File: src/verilog/alfd_defs.svh
/*
  Offsets, bit positions, reset values and timing figures of the amplifier load fault diagnostics block.
  Assumes a 25 MHz core clock and a word-aligned 32-bit register bus.
*/
`ifndef ALFD_DEFS_SVH
`define ALFD_DEFS_SVH

// ----------------------------------------
// clock and timing
// ----------------------------------------
`define ALFD_CLK_KHZ 25000
`define ALFD_SHORT_STABLE_MS 90
`define ALFD_OLP_SETTLE_MS 500
`define ALFD_OLP_WINDOW_MS 1000
`define ALFD_OLP_QUAL_MS 300
`define ALFD_AMP_TH25_MFS 67
`define ALFD_AMP_TH15_MFS 40
`define ALFD_LP_SHIFT 2

// ----------------------------------------
// register byte offsets
// ----------------------------------------
`define ALFD_ADR_DETECTOR_START 8'h00
`define ALFD_ADR_GAIN_RAMP 8'h04
`define ALFD_ADR_LOAD_THR 8'h08
`define ALFD_ADR_LOAD_TEST_CTRL 8'h0C
`define ALFD_ADR_FAULT_ROUTE 8'h10
`define ALFD_ADR_MODE_CMD 8'h14
`define ALFD_ADR_LOAD_RESULT 8'h18
`define ALFD_ADR_PLAY_STATUS 8'h1C
`define ALFD_ADR_MUTE_STATUS 8'h20

// ----------------------------------------
// field positions
// ----------------------------------------
`define ALFD_OLP_START_BIT 0
`define ALFD_GAIN_BIT 4
`define ALFD_THR_SHORT_BIT 7
`define ALFD_THR_OPEN_BIT 6
`define ALFD_LT_START_BIT 0
`define ALFD_CMD_PWR_BIT 0
`define ALFD_CMD_PLAY_BIT 1
`define ALFD_RES_VCC_BIT 3
`define ALFD_RES_GND_BIT 2
`define ALFD_RES_OPEN_BIT 1
`define ALFD_RES_SHORT_BIT 0
`define ALFD_PS_DONE_BIT 2
`define ALFD_PS_VALID_BIT 1
`define ALFD_PS_OPEN_BIT 0
`define ALFD_MS_SAM_BIT 4
`define ALFD_ROUTE_W 5

// ----------------------------------------
// reset values
// ----------------------------------------
`define ALFD_RST_ROUTE 5'h00
`define ALFD_RST_RESULT 4'h0
`define ALFD_RST_PLAY 3'h0

`endif

File: src/verilog/alfd_pkg.sv
/*
  Types shared by the amplifier load fault diagnostics block.
  Assumes nothing beyond a SystemVerilog compiler.
*/
package alfd_pkg;
    typedef enum logic [1:0] {
        PR_IDLE = 2'b00,
        PR_SHORT_DIAG = 2'b01,
        PR_LOAD_TEST = 2'b11
    } alfd_prot_t;

    typedef enum logic [1:0] {
        OL_IDLE = 2'b00,
        OL_SETTLE = 2'b01,
        OL_EVAL = 2'b11
    } alfd_olp_t;
endpackage : alfd_pkg

File: src/verilog/alfd_load_diag.sv
/*
  Diagnostic sequencer of a single-channel amplifier: warning latches, fault pin, DC load test,
  short-to-supply/ground filter and open-load-in-play test, reached over classic Wishbone.
  Assumes the main state machine, analog front ends and comparators sit outside; their
  same-clock inputs need no synchroniser, pins and comparator levels pass two flip-flops.
*/
// Notes on behaviour
// warnings latch until next bus read
// selected faults pull fault pin low
// host reads status before collecting results
// test needs mute, start rise, power, no pin-mute
// test end clears start, posts result
// start outside mute waits for mute
// idle combined commands: power, test, play
// host keeps in-phase modulation during test
// short trip enters protected short diagnosis
// no short: test only if start set
// threshold bits select limits, result reported
// short diagnosis needs 90 ms stability
// stable short sets flag, stays there
// stable no-fault ends short diagnosis
// single-shot play test qualifies signal
// averaged impedance above threshold means open
// play test uses band up to 2 kHz
// amplitude gate 67 or 40 mFs
// valid after 300 ms within 1 s
// impedance threshold from select and gain bits
// start bit, 500 ms settle, flags, clear
// leaving play aborts, done stays clear
// condition change restarts stability timer
`timescale 1ns/1ps
`default_nettype none
`include "alfd_defs.svh"

module alfd_load_diag #(
    parameter int AW = 16,
    parameter int LP_SHIFT = `ALFD_LP_SHIFT,
    parameter int SHORT_STABLE_CYC = `ALFD_SHORT_STABLE_MS * `ALFD_CLK_KHZ,
    parameter int OLP_SETTLE_CYC = `ALFD_OLP_SETTLE_MS * `ALFD_CLK_KHZ,
    parameter int OLP_WINDOW_CYC = `ALFD_OLP_WINDOW_MS * `ALFD_CLK_KHZ,
    parameter int OLP_QUAL_CYC = `ALFD_OLP_QUAL_MS * `ALFD_CLK_KHZ
) (
    input wire logic clock, // core clock
    input wire logic reset_n, // async reset, low active
    input wire logic wb_cyc_i, // bus cycle
    input wire logic wb_stb_i, // bus strobe
    input wire logic wb_we_i, // bus write
    input wire logic [7:0] wb_adr_i, // byte address
    input wire logic [3:0] wb_sel_i, // byte lanes
    input wire logic [31:0] wb_dat_i, // write data
    output logic [31:0] wb_dat_o, // read data
    output logic wb_ack_o, // bus acknowledge
    input wire logic chInMute, // channel in mute
    input wire logic chInPlay, // channel in play
    input wire logic chInIdle, // channel in low-power idle
    input wire logic powerStageOn, // power stage running
    input wire logic hardwareSilencePin_n, // silence pin, low mutes
    input wire logic shortCircuitTrip, // protection trip pulse
    input wire logic shortToSupplyRaw, // comparator level
    input wire logic shortToGroundRaw, // comparator level
    input wire logic loadTestDone, // front end finished pulse
    input wire logic loadTestOpen, // open load seen
    input wire logic loadTestShort, // short load seen
    input wire logic startAnalogMute, // mute ramp start pulse
    input wire logic [AW-1:0] audioSample, // signed input sample
    input wire logic audioValid, // sample strobe
    input wire logic impedanceAbove, // impedance above threshold
    output logic dcTestRun, // drive test signal
    output logic [1:0] loadThrSel, // short, open limits
    output logic [1:0] olpThrSel, // gain, open threshold
    output logic olpActive, // detector circuits on
    output logic protectActive, // protected status
    output logic powerStageReq, // power stage request
    output logic playReq, // play request
    output logic faultPinOut, // fault pin level
    output logic faultPinOe_n // fault pin enable, low drives
);
    // ----------------------------------------
    // parameter checks
    // ----------------------------------------
    localparam int CW = $clog2(OLP_WINDOW_CYC + 1);
    localparam int SW = $clog2(SHORT_STABLE_CYC + 1);
    localparam int TH25 = (`ALFD_AMP_TH25_MFS * (1 << (AW - 1))) / 1000;
    localparam int TH15 = (`ALFD_AMP_TH15_MFS * (1 << (AW - 1))) / 1000;

    generate
        if (AW < 8 || AW > 24 || LP_SHIFT < 1 || LP_SHIFT >= AW || SHORT_STABLE_CYC < 2 ||
            OLP_SETTLE_CYC < 2 || OLP_QUAL_CYC < 2 || OLP_WINDOW_CYC <= OLP_QUAL_CYC ||
            OLP_SETTLE_CYC > OLP_WINDOW_CYC) begin : g_badParams
            $error("alfd_load_diag: parameter values not supported");
        end
    endgenerate

    // ----------------------------------------
    // synchronisers
    // ----------------------------------------
    logic [2:0] syncA_ff;
    logic [2:0] syncB_ff;
    always_ff @(posedge clock or negedge reset_n) begin
        if (!reset_n) begin
            syncA_ff <= 3'h7;
            syncB_ff <= 3'h7;
        end else begin
            syncA_ff <= {hardwareSilencePin_n, shortToSupplyRaw, shortToGroundRaw};
            syncB_ff <= syncA_ff;
        end
    end
    wire hwSilence = !syncB_ff[2];
    wire [1:0] shortCond = syncB_ff[1:0];

    // ----------------------------------------
    // bus decode
    // ----------------------------------------
    logic ack_ff;
    logic [31:0] rdat_ff;
    logic olpStart_ff;
    logic gain_ff;
    logic [1:0] thr_ff;
    logic ltStart_ff;
    logic [`ALFD_ROUTE_W-1:0] route_ff;
    logic [1:0] cmd_ff;
    logic [3:0] ltRes_ff;
    logic [2:0] play_ff;
    logic sam_ff;

    wire req = wb_cyc_i && wb_stb_i;
    wire wrEn = req && wb_we_i && ack_ff && wb_sel_i[0];
    wire rdDone = req && !wb_we_i && ack_ff;
    wire wrDetStart = wrEn && (wb_adr_i == `ALFD_ADR_DETECTOR_START);
    wire wrGain = wrEn && (wb_adr_i == `ALFD_ADR_GAIN_RAMP);
    wire wrThr = wrEn && (wb_adr_i == `ALFD_ADR_LOAD_THR);
    wire wrLtCtrl = wrEn && (wb_adr_i == `ALFD_ADR_LOAD_TEST_CTRL);
    wire wrRoute = wrEn && (wb_adr_i == `ALFD_ADR_FAULT_ROUTE);
    wire wrCmd = wrEn && (wb_adr_i == `ALFD_ADR_MODE_CMD);
    wire rdRes = rdDone && (wb_adr_i == `ALFD_ADR_LOAD_RESULT);
    wire rdPlay = rdDone && (wb_adr_i == `ALFD_ADR_PLAY_STATUS);
    wire rdMute = rdDone && (wb_adr_i == `ALFD_ADR_MUTE_STATUS);

    wire [31:0] rdMux =
        (wb_adr_i == `ALFD_ADR_DETECTOR_START) ? {31'h0, olpStart_ff} :
        (wb_adr_i == `ALFD_ADR_GAIN_RAMP) ? {27'h0, gain_ff, 4'h0} :
        (wb_adr_i == `ALFD_ADR_LOAD_THR) ? {24'h0, thr_ff, 6'h0} :
        (wb_adr_i == `ALFD_ADR_LOAD_TEST_CTRL) ? {31'h0, ltStart_ff} :
        (wb_adr_i == `ALFD_ADR_FAULT_ROUTE) ? {27'h0, route_ff} :
        (wb_adr_i == `ALFD_ADR_MODE_CMD) ? {30'h0, cmd_ff} :
        (wb_adr_i == `ALFD_ADR_LOAD_RESULT) ? {28'h0, ltRes_ff} :
        (wb_adr_i == `ALFD_ADR_PLAY_STATUS) ? {29'h0, play_ff} :
        (wb_adr_i == `ALFD_ADR_MUTE_STATUS) ? {27'h0, sam_ff, 4'h0} : 32'h0;

    always_ff @(posedge clock or negedge reset_n) begin
        if (!reset_n) begin
            ack_ff <= 1'b0;
            rdat_ff <= 32'h0;
        end else begin
            ack_ff <= req && !ack_ff;
            rdat_ff <= rdMux;
        end
    end
    assign wb_ack_o = ack_ff;
    assign wb_dat_o = rdat_ff;

    // ----------------------------------------
    // configuration registers
    // ----------------------------------------
    always_ff @(posedge clock or negedge reset_n) begin
        if (!reset_n) begin
            gain_ff <= 1'b0;
            thr_ff <= 2'h0;
            route_ff <= `ALFD_RST_ROUTE;
            cmd_ff <= 2'h0;
        end else begin
            if (wrGain) gain_ff <= wb_dat_i[`ALFD_GAIN_BIT];
            if (wrThr) thr_ff <= {wb_dat_i[`ALFD_THR_SHORT_BIT], wb_dat_i[`ALFD_THR_OPEN_BIT]};
            if (wrRoute) route_ff <= wb_dat_i[`ALFD_ROUTE_W-1:0];
            if (wrCmd) cmd_ff <= {wb_dat_i[`ALFD_CMD_PLAY_BIT], wb_dat_i[`ALFD_CMD_PWR_BIT]};
        end
    end
    assign loadThrSel = thr_ff;
    assign olpThrSel = {gain_ff, thr_ff[0]};

    // ----------------------------------------
    // protection and short diagnosis
    // ----------------------------------------
    alfd_pkg::alfd_prot_t prot_ff;
    alfd_pkg::alfd_prot_t nxt_prot;
    logic [1:0] condPrev_ff;
    logic [SW-1:0] sdCnt_ff;
    logic dcRun_ff;
    logic dcArm_ff;

    wire condChanged = (shortCond != condPrev_ff);
    wire stableDone = !condChanged && (sdCnt_ff == SW'(SHORT_STABLE_CYC - 1));
    wire inShortDiag = (prot_ff == alfd_pkg::PR_SHORT_DIAG);
    wire dcEnd = dcRun_ff && loadTestDone;
    wire [SW-1:0] nxt_sdCnt = (!inShortDiag || condChanged) ? SW'(0) :
        (stableDone ? sdCnt_ff : sdCnt_ff + SW'(1));

    always_comb begin
        nxt_prot = prot_ff;
        case (prot_ff)
            alfd_pkg::PR_IDLE: begin
                if (shortCircuitTrip) nxt_prot = alfd_pkg::PR_SHORT_DIAG;
            end
            alfd_pkg::PR_SHORT_DIAG: begin
                if (stableDone && shortCond == 2'b00) begin
                    nxt_prot = ltStart_ff ? alfd_pkg::PR_LOAD_TEST : alfd_pkg::PR_IDLE;
                end
            end
            alfd_pkg::PR_LOAD_TEST: begin
                if (dcEnd) nxt_prot = alfd_pkg::PR_IDLE;
            end
            default: nxt_prot = alfd_pkg::PR_IDLE;
        endcase
    end

    always_ff @(posedge clock or negedge reset_n) begin
        if (!reset_n) begin
            prot_ff <= alfd_pkg::PR_IDLE;
            condPrev_ff <= 2'h0;
            sdCnt_ff <= SW'(0);
        end else begin
            prot_ff <= nxt_prot;
            condPrev_ff <= shortCond;
            sdCnt_ff <= nxt_sdCnt;
        end
    end
    assign protectActive = (prot_ff != alfd_pkg::PR_IDLE);

    // ----------------------------------------
    // DC load test
    // ----------------------------------------
    wire ltRise = wrLtCtrl && wb_dat_i[`ALFD_LT_START_BIT] && !ltStart_ff;
    wire muteReady = chInMute && powerStageOn && !hwSilence && (prot_ff == alfd_pkg::PR_IDLE);
    wire dcGo = !dcRun_ff && ((dcArm_ff && muteReady) || (prot_ff == alfd_pkg::PR_LOAD_TEST));
    wire nxt_ltStart = dcEnd ? 1'b0 : (wrLtCtrl ? wb_dat_i[`ALFD_LT_START_BIT] : ltStart_ff);
    wire nxt_dcArm = (dcEnd || dcGo || (wrLtCtrl && !wb_dat_i[`ALFD_LT_START_BIT])) ? 1'b0 :
        (ltRise ? 1'b1 : dcArm_ff);

    always_ff @(posedge clock or negedge reset_n) begin
        if (!reset_n) begin
            ltStart_ff <= 1'b0;
            dcArm_ff <= 1'b0;
            dcRun_ff <= 1'b0;
        end else begin
            ltStart_ff <= nxt_ltStart;
            dcArm_ff <= nxt_dcArm;
            dcRun_ff <= dcGo || (dcRun_ff && !loadTestDone);
        end
    end
    assign dcTestRun = dcRun_ff;
    // power at once, play held back while a test is pending or running or protection is active
    assign powerStageReq = cmd_ff[0];
    assign playReq = cmd_ff[1] && !dcArm_ff && !dcRun_ff && !protectActive;

    // ----------------------------------------
    // warning latches, set wins over read clear
    // ----------------------------------------
    wire [3:0] resSet = {stableDone && shortCond[1], stableDone && shortCond[0],
        dcEnd && loadTestOpen, dcEnd && loadTestShort};
    wire [2:0] playSet;
    wire [3:0] nxt_ltRes = resSet | (rdRes ? 4'h0 : ltRes_ff);
    wire [2:0] nxt_play = playSet | (rdPlay ? 3'h0 : play_ff);
    wire nxt_sam = startAnalogMute || (sam_ff && !rdMute);

    always_ff @(posedge clock or negedge reset_n) begin
        if (!reset_n) begin
            ltRes_ff <= `ALFD_RST_RESULT;
            play_ff <= `ALFD_RST_PLAY;
            sam_ff <= 1'b0;
        end else begin
            ltRes_ff <= nxt_ltRes;
            play_ff <= nxt_play;
            sam_ff <= nxt_sam;
        end
    end

    // ----------------------------------------
    // fault pin
    // ----------------------------------------
    wire [`ALFD_ROUTE_W-1:0] faultSrc = {play_ff[2] && play_ff[1] && play_ff[0], ltRes_ff};
    assign faultPinOut = 1'b0;
    assign faultPinOe_n = !(|(faultSrc & route_ff));

    // ----------------------------------------
    // open load in play
    // ----------------------------------------
    alfd_pkg::alfd_olp_t olp_ff;
    alfd_pkg::alfd_olp_t nxt_olp;
    logic [CW-1:0] olCnt_ff;
    logic [CW-1:0] qualCnt_ff;
    logic [CW-1:0] aboveCnt_ff;
    logic [AW-1:0] env_ff;

    wire [AW-1:0] ampAbs = audioSample[AW-1] ? AW'(-audioSample) : audioSample;
    wire signed [AW:0] envDiff = $signed({1'b0, ampAbs}) - $signed({1'b0, env_ff});
    wire signed [AW:0] envStep = envDiff >>> LP_SHIFT;
    wire signed [AW:0] envSum = $signed({1'b0, env_ff}) + envStep;
    wire [AW-1:0] nxt_env = audioValid ? envSum[AW-1:0] : env_ff;
    wire [AW-1:0] ampTh = thr_ff[0] ? AW'(TH15) : AW'(TH25);
    wire qualified = (env_ff > ampTh);
    wire olpRun = (olp_ff != alfd_pkg::OL_IDLE);
    wire olpAbort = olpRun && !chInPlay;
    wire inEval = (olp_ff == alfd_pkg::OL_EVAL);
    wire qualDone = inEval && qualified && (qualCnt_ff == CW'(OLP_QUAL_CYC - 1));
    wire winDone = inEval && (olCnt_ff == CW'(OLP_WINDOW_CYC - 1));
    wire olpEnd = !olpAbort && (qualDone || winDone);
    wire settleDone = (olp_ff == alfd_pkg::OL_SETTLE) && (olCnt_ff == CW'(OLP_SETTLE_CYC - 1));
    wire [CW:0] above2 = {aboveCnt_ff, 1'b0};
    wire olOpen = qualDone && (above2 > {1'b0, qualCnt_ff});
    assign playSet = {olpEnd, qualDone && !olpAbort, olOpen && !olpAbort};

    always_comb begin
        nxt_olp = olp_ff;
        case (olp_ff)
            alfd_pkg::OL_IDLE: begin
                if (olpStart_ff && chInPlay) nxt_olp = alfd_pkg::OL_SETTLE;
            end
            alfd_pkg::OL_SETTLE: begin
                if (olpAbort) nxt_olp = alfd_pkg::OL_IDLE;
                else if (settleDone) nxt_olp = alfd_pkg::OL_EVAL;
            end
            alfd_pkg::OL_EVAL: begin
                if (olpAbort || olpEnd) nxt_olp = alfd_pkg::OL_IDLE;
            end
            default: nxt_olp = alfd_pkg::OL_IDLE;
        endcase
    end

    wire nxt_olpStart = (olpEnd || olpAbort) ? 1'b0 :
        (wrDetStart ? wb_dat_i[`ALFD_OLP_START_BIT] : olpStart_ff);
    wire [CW-1:0] nxt_olCnt = (nxt_olp != olp_ff) ? CW'(0) : olCnt_ff + CW'(olpRun);
    wire countQual = inEval && qualified;
    wire [CW-1:0] nxt_qualCnt = inEval ? qualCnt_ff + CW'(countQual) : CW'(0);
    wire [CW-1:0] nxt_aboveCnt = inEval ? aboveCnt_ff + CW'(countQual && impedanceAbove) : CW'(0);

    always_ff @(posedge clock or negedge reset_n) begin
        if (!reset_n) begin
            olp_ff <= alfd_pkg::OL_IDLE;
            olpStart_ff <= 1'b0;
            olCnt_ff <= CW'(0);
            qualCnt_ff <= CW'(0);
            aboveCnt_ff <= CW'(0);
            env_ff <= AW'(0);
        end else begin
            olp_ff <= nxt_olp;
            olpStart_ff <= nxt_olpStart;
            olCnt_ff <= nxt_olCnt;
            qualCnt_ff <= nxt_qualCnt;
            aboveCnt_ff <= nxt_aboveCnt;
            env_ff <= nxt_env;
        end
    end
    assign olpActive = olpRun;
endmodule : alfd_load_diag
`default_nettype wire

File: config.mk
export PLATFORM = sky130hd
export DESIGN_NAME = alfd_load_diag
export DESIGN_NICKNAME = d
export VERILOG_FILES = /design/src/verilog/alfd_pkg.sv /design/src/verilog/alfd_load_diag.sv
export VERILOG_INCLUDE_DIRS = /design/src /design/src/verilog
export SDC_FILE = /design/constraint.sdc
export NUM_CORES = 1
export LEC_CHECK = 0
export BUFFER_PORTS_ARGS = -buffer_cell sky130_fd_sc_hd__buf_2
export CAP_MARGIN = 25
export CORE_MARGIN = 2
export CORE_UTILIZATION = 59
export DETAILED_ROUTE_END_ITERATION = 8
export PLACE_DENSITY = 0.81
export SYNTH_ARGS = -nofsm -noshare
export SYNTH_HDL_FRONTEND = slang
export SYNTH_SLANG_ARGS = --single-unit
export TNS_END_PERCENT = 1
File: constraint.sdc
create_clock -name clock -period 4.9 [get_ports clock]
set_input_delay 0.49 -clock clock [delete_from_list [all_inputs] [get_ports clock]]
set_output_delay 0.49 -clock clock [all_outputs]
set_load 0.02 [all_outputs]
==> results.json <==
{
  "status": "finished, final reports clean",
  "synthDistinctLibCells": 62,
  "rsz0062_at_grt": "false",
  "p_leak_nw": 4.90,
  "ctsHoldBuffers": 0,
  "dpl-instance-area_um2": 10100,
  "cts_buffer_depth": 2,
  "synthXorXnorAreaFrac": 0.107,
  "use_met1": 0.341,
  "async_flop_share": 1.00,
  "synth_simple_gate_area_frac": 0.217,
  "max_slew_margin": 0.441,
  "path_class": "primary input to flip-flop",
  "fp.dieH_um": 131,
  "ys_seq_elements": 155,
  "drtIter0Drc": 365,
  "drtAntennaViolNets": 0,
  "power_frac_clock": 0.262,
  "seqPwrFrac": 0.303,
  "p_int_mw": 3.24,
  "met2_usage": 0.396,
  "fin_crit_sh": 0.924,
  "cts_setup_buffers": 0,
  "yosys.area.top_type_share": 0.392,
  "drv_cap": 0,
  "die_area_um2": 17200,
  "grt_pass1_wl_um": 33400,
  "path_clk_slew_ns": 0.06,
  "cts.sinks": 155,
  "via_per_inst": 5.57,
  "hpwl_um": 15000,
  "vias": 7492,
  "wl_per_cell_um": 15.0,
  "grt_max_degree": 85,
  "setup_viol": 0,
  "io_pins": 123,
  "vdd_ir_drop_max_mv": 0.320,
  "p_per_area_nw_per_um2": 470,
  "track_usage": 0.246,
  "p_sw_frac": 0.353,
  "synth_most_common_cell": "dfrtp_1",
  "syn-mean-instance-area_um2": 9.21,
  "hold_violations": 0,
  "cts_made_buffers": 17,
  "wirelength_um": 20200,
  "cp.required_ns": 5.25,
  "cp_max_fo": 3,
  "synth_edf_count": 0,
  "max_freq_mhz": 221,
  "fin_skew_ns": 0.00950,
  "start_util": 0.602,
  "cp_top_family": "simple AND/OR/NAND/NOR gates",
  "core-area_um2": 15800,
  "comb_power_share": 0.436,
  "die_w_um": 131,
  "clk_latency_ns": 0.43,
  "grt_pass1_vias": 7039,
  "ys_seq_area_frac": 0.408,
  "yosysWarnings": 0,
  "drc_errors": 0,
  "finalCriticalPeriod_ns": 4.53,
  "grt_antenna_before_repair": 0,
  "power.switching_mw": 1.77,
  "rows": 46,
  "fin_util": 0.673,
  "syn_area_um2": 9520,
  "synth_top_cell_by_area": "dfrtp_1",
  "crit_buf_inv": 2,
  "synth_top_family_by_area": "simple AND/OR/NAND/NOR gates",
  "design_area_um2": 10700,
  "cp_cell_sequence": "buf_2 > inv_1 > ha_1 > nand2_1 > or4_1 > o21ai_0 > xnor2_1 > ha_1 > a21o_1 > a21oi_1 > o21ai_0 > and2_1 > o21a_1 > nor2_1 > xnor2_1 > ha_1 > and2_1 > and3_1 > a221o_1 > o311a_1 > or3_1 > nand3_1 > xnor2_1",
  "hold_path.class": "primary input to async pin",
  "synth-compound-area-share": 0.102,
  "tritoncts": "done",
  "max_stage_delay_ns": 0.42,
  "dp.cells": 1312,
  "yosys_most_used_dff": "dfrtp_1",
  "worst_pin_slew_ns": 0.831,
  "drive_gt1_frac": 0.121,
  "arrival_ns": 4.88,
  "critPathLaunchType": "primary input",
  "use_met3": 0.0444,
  "cts_max_level": 4,
  "ys_top_cells_by_count": "149 x dfrtp_1, 141 x nor2_1, 74 x nand2_1",
  "cp-end-kind": "flip-flop",
  "synth_cells": 1034,
  "critPathSlowestCell": "or4_1",
  "nFillCells": 1272,
  "grt-ovfl-total": 0,
  "synth_fa_ha_area_frac": 0.0954,
  "muxShareOfSynthArea": 0.0204,
  "post_cts_resized": 0,
  "layout.nets": 1266,
  "cts_root_buf": "clkbuf_16",
  "total_power_mw": 5.01,
  "syn_to_final_growth_pct": 11.9,
  "stdcell_count": 1346,
  "numPortBuffers": 67,
  "drt_pass1_iterations": 5,
  "slew_viol_final": 0,
  "ff2ff_setup_slack_ns": 0.71,
  "gp_congestion": 0.867,
  "grt_busiest_layer": "met2",
  "synthTopCellsByArea": "dfrtp_1 39%, ha_1 9.3%, xnor2_1 5.7%, nor2_1 5.6%, xor2_1 5.0%"
}
[worst register-to-register path, stage by stage (launching register included)]
cell and delay, ns:
dfrtp_1 0.40, inv_1 0.06, ha_1 0.33, a21o_1 0.17
a31o_2 0.24, and2_1 0.18, o21a_1 0.20, o21a_1 0.19
nor3_1 0.13, a211oi_1 0.07, ha_1 0.29, and3_1 0.19
a221oi_2 0.29, a21oi_1 0.16, a221o_1 0.38, o311a_1 0.30
or3_1 0.30, nand3_1 0.11, xnor2_1 0.12
[routing by layer]
layer | vias up | routed length, µm
met1 | 3595 | 9590
met3 | 24 | 713
met5 | - | 0
met2 | 148 | 9580
li1 | 3725 | -
met4 | 0 | 265
[layout by cell type (no fill, tap or decap), drive strengths merged, types with 9 or more instances in the layout]
cell	netlist	layout
conb	1	26
or3	15	15
nor2	141	141
mux2	9	9
clkbuf	13	21
nand3	55	55
nand4	26	26
a21o	18	18
inv	53	53
o21ai	46	46
nor4	9	9
and3	27	27
nor3	22	22
ha	71	71
dfrtp	149	149
xor2	54	54
nor2b	10	10
o21a	10	10
nand2	74	74
a21oi	36	36
and2	10	10
xnor2	62	62
buf	32	82
[power by group through the flow]
stage | logic, mW | clock network (mW) | registers [mW]
2_1_floorplan | 1.73 | 0 | 1.50
3_3_place_gp | 2.11 | 0 | 1.53
3_5_place_dp | 2.17 | 0 | 1.54
4_1_cts | 2.18 | 1.33 | 1.51
5_1_grt | 2.48 | 1.39 | 1.53
6_report | 2.18 | 1.31 | 1.52
[logic make-up after synthesis]
family | count (synthesis)
XOR/XNOR | 116
other | 1
adder cells (fa/ha/maj) | 72
buffers and inverters | 98
AO/OA/AOI/OAI | 152
multiplexers | 17
AND/OR/NAND/NOR | 423
flip-flops | 155
[path summary, 6_finish.rpt]
kind | from | end | cells past startpoint
min | reset_n | olCnt_ff[13] | 1
min in group clock | hardwareSilencePin_n | syncA_ff[2] | 1
max reg2reg | env_ff[2] | env_ff[15] | 18
max | audioSample[1] | env_ff[15] | 23
max in group asynchronous | reset_n | syncA_ff[1] | 2
min reg2reg | syncA_ff[0] | syncB_ff[0] | 0
[final cells by class]
type,count,area [µm²],area share
Multi-Input combinational cell,806,5250,0.493
Sequential cell,155,3890,0.365
Tap cell,216,270,0.0254
Inverter,53,199,0.0187
Clock inverter,11,119,0.0112
Clock buffer,21,470,0.0441
Antenna cell,2,5.00,0.000470
Timing Repair Buffer,82,454,0.0426
[per-stage QoR]
stage,worst slack [ns],TNS (ns),hold WS [ns]
finish,0.371,0,0.107
global route,0.00279,0,0.149
CTS,0.365,0,0.130
detailed placement,-0.0827,-0.0827,0.349
global placement,0.0302,0,0.345
floorplan,0.195,0,0.194
[flip-flops by register name, indices dropped and copies added, names as in the netlist, 2 cells and up]
register / cells
wb_dat_o: 7
aboveCnt_ff: 25
env_ff: 16
syncB_ff: 3
condPrev_ff: 2
sdCnt_ff: 22
route_ff: 5
prot_ff: 2
loadThrSel: 2
ltRes_ff: 4
olp_ff: 2
play_ff: 3
syncA_ff: 3
olCnt_ff: 25
qualCnt_ff: 25
cmd_ff: 2
(Power assumes the default switching activity.)
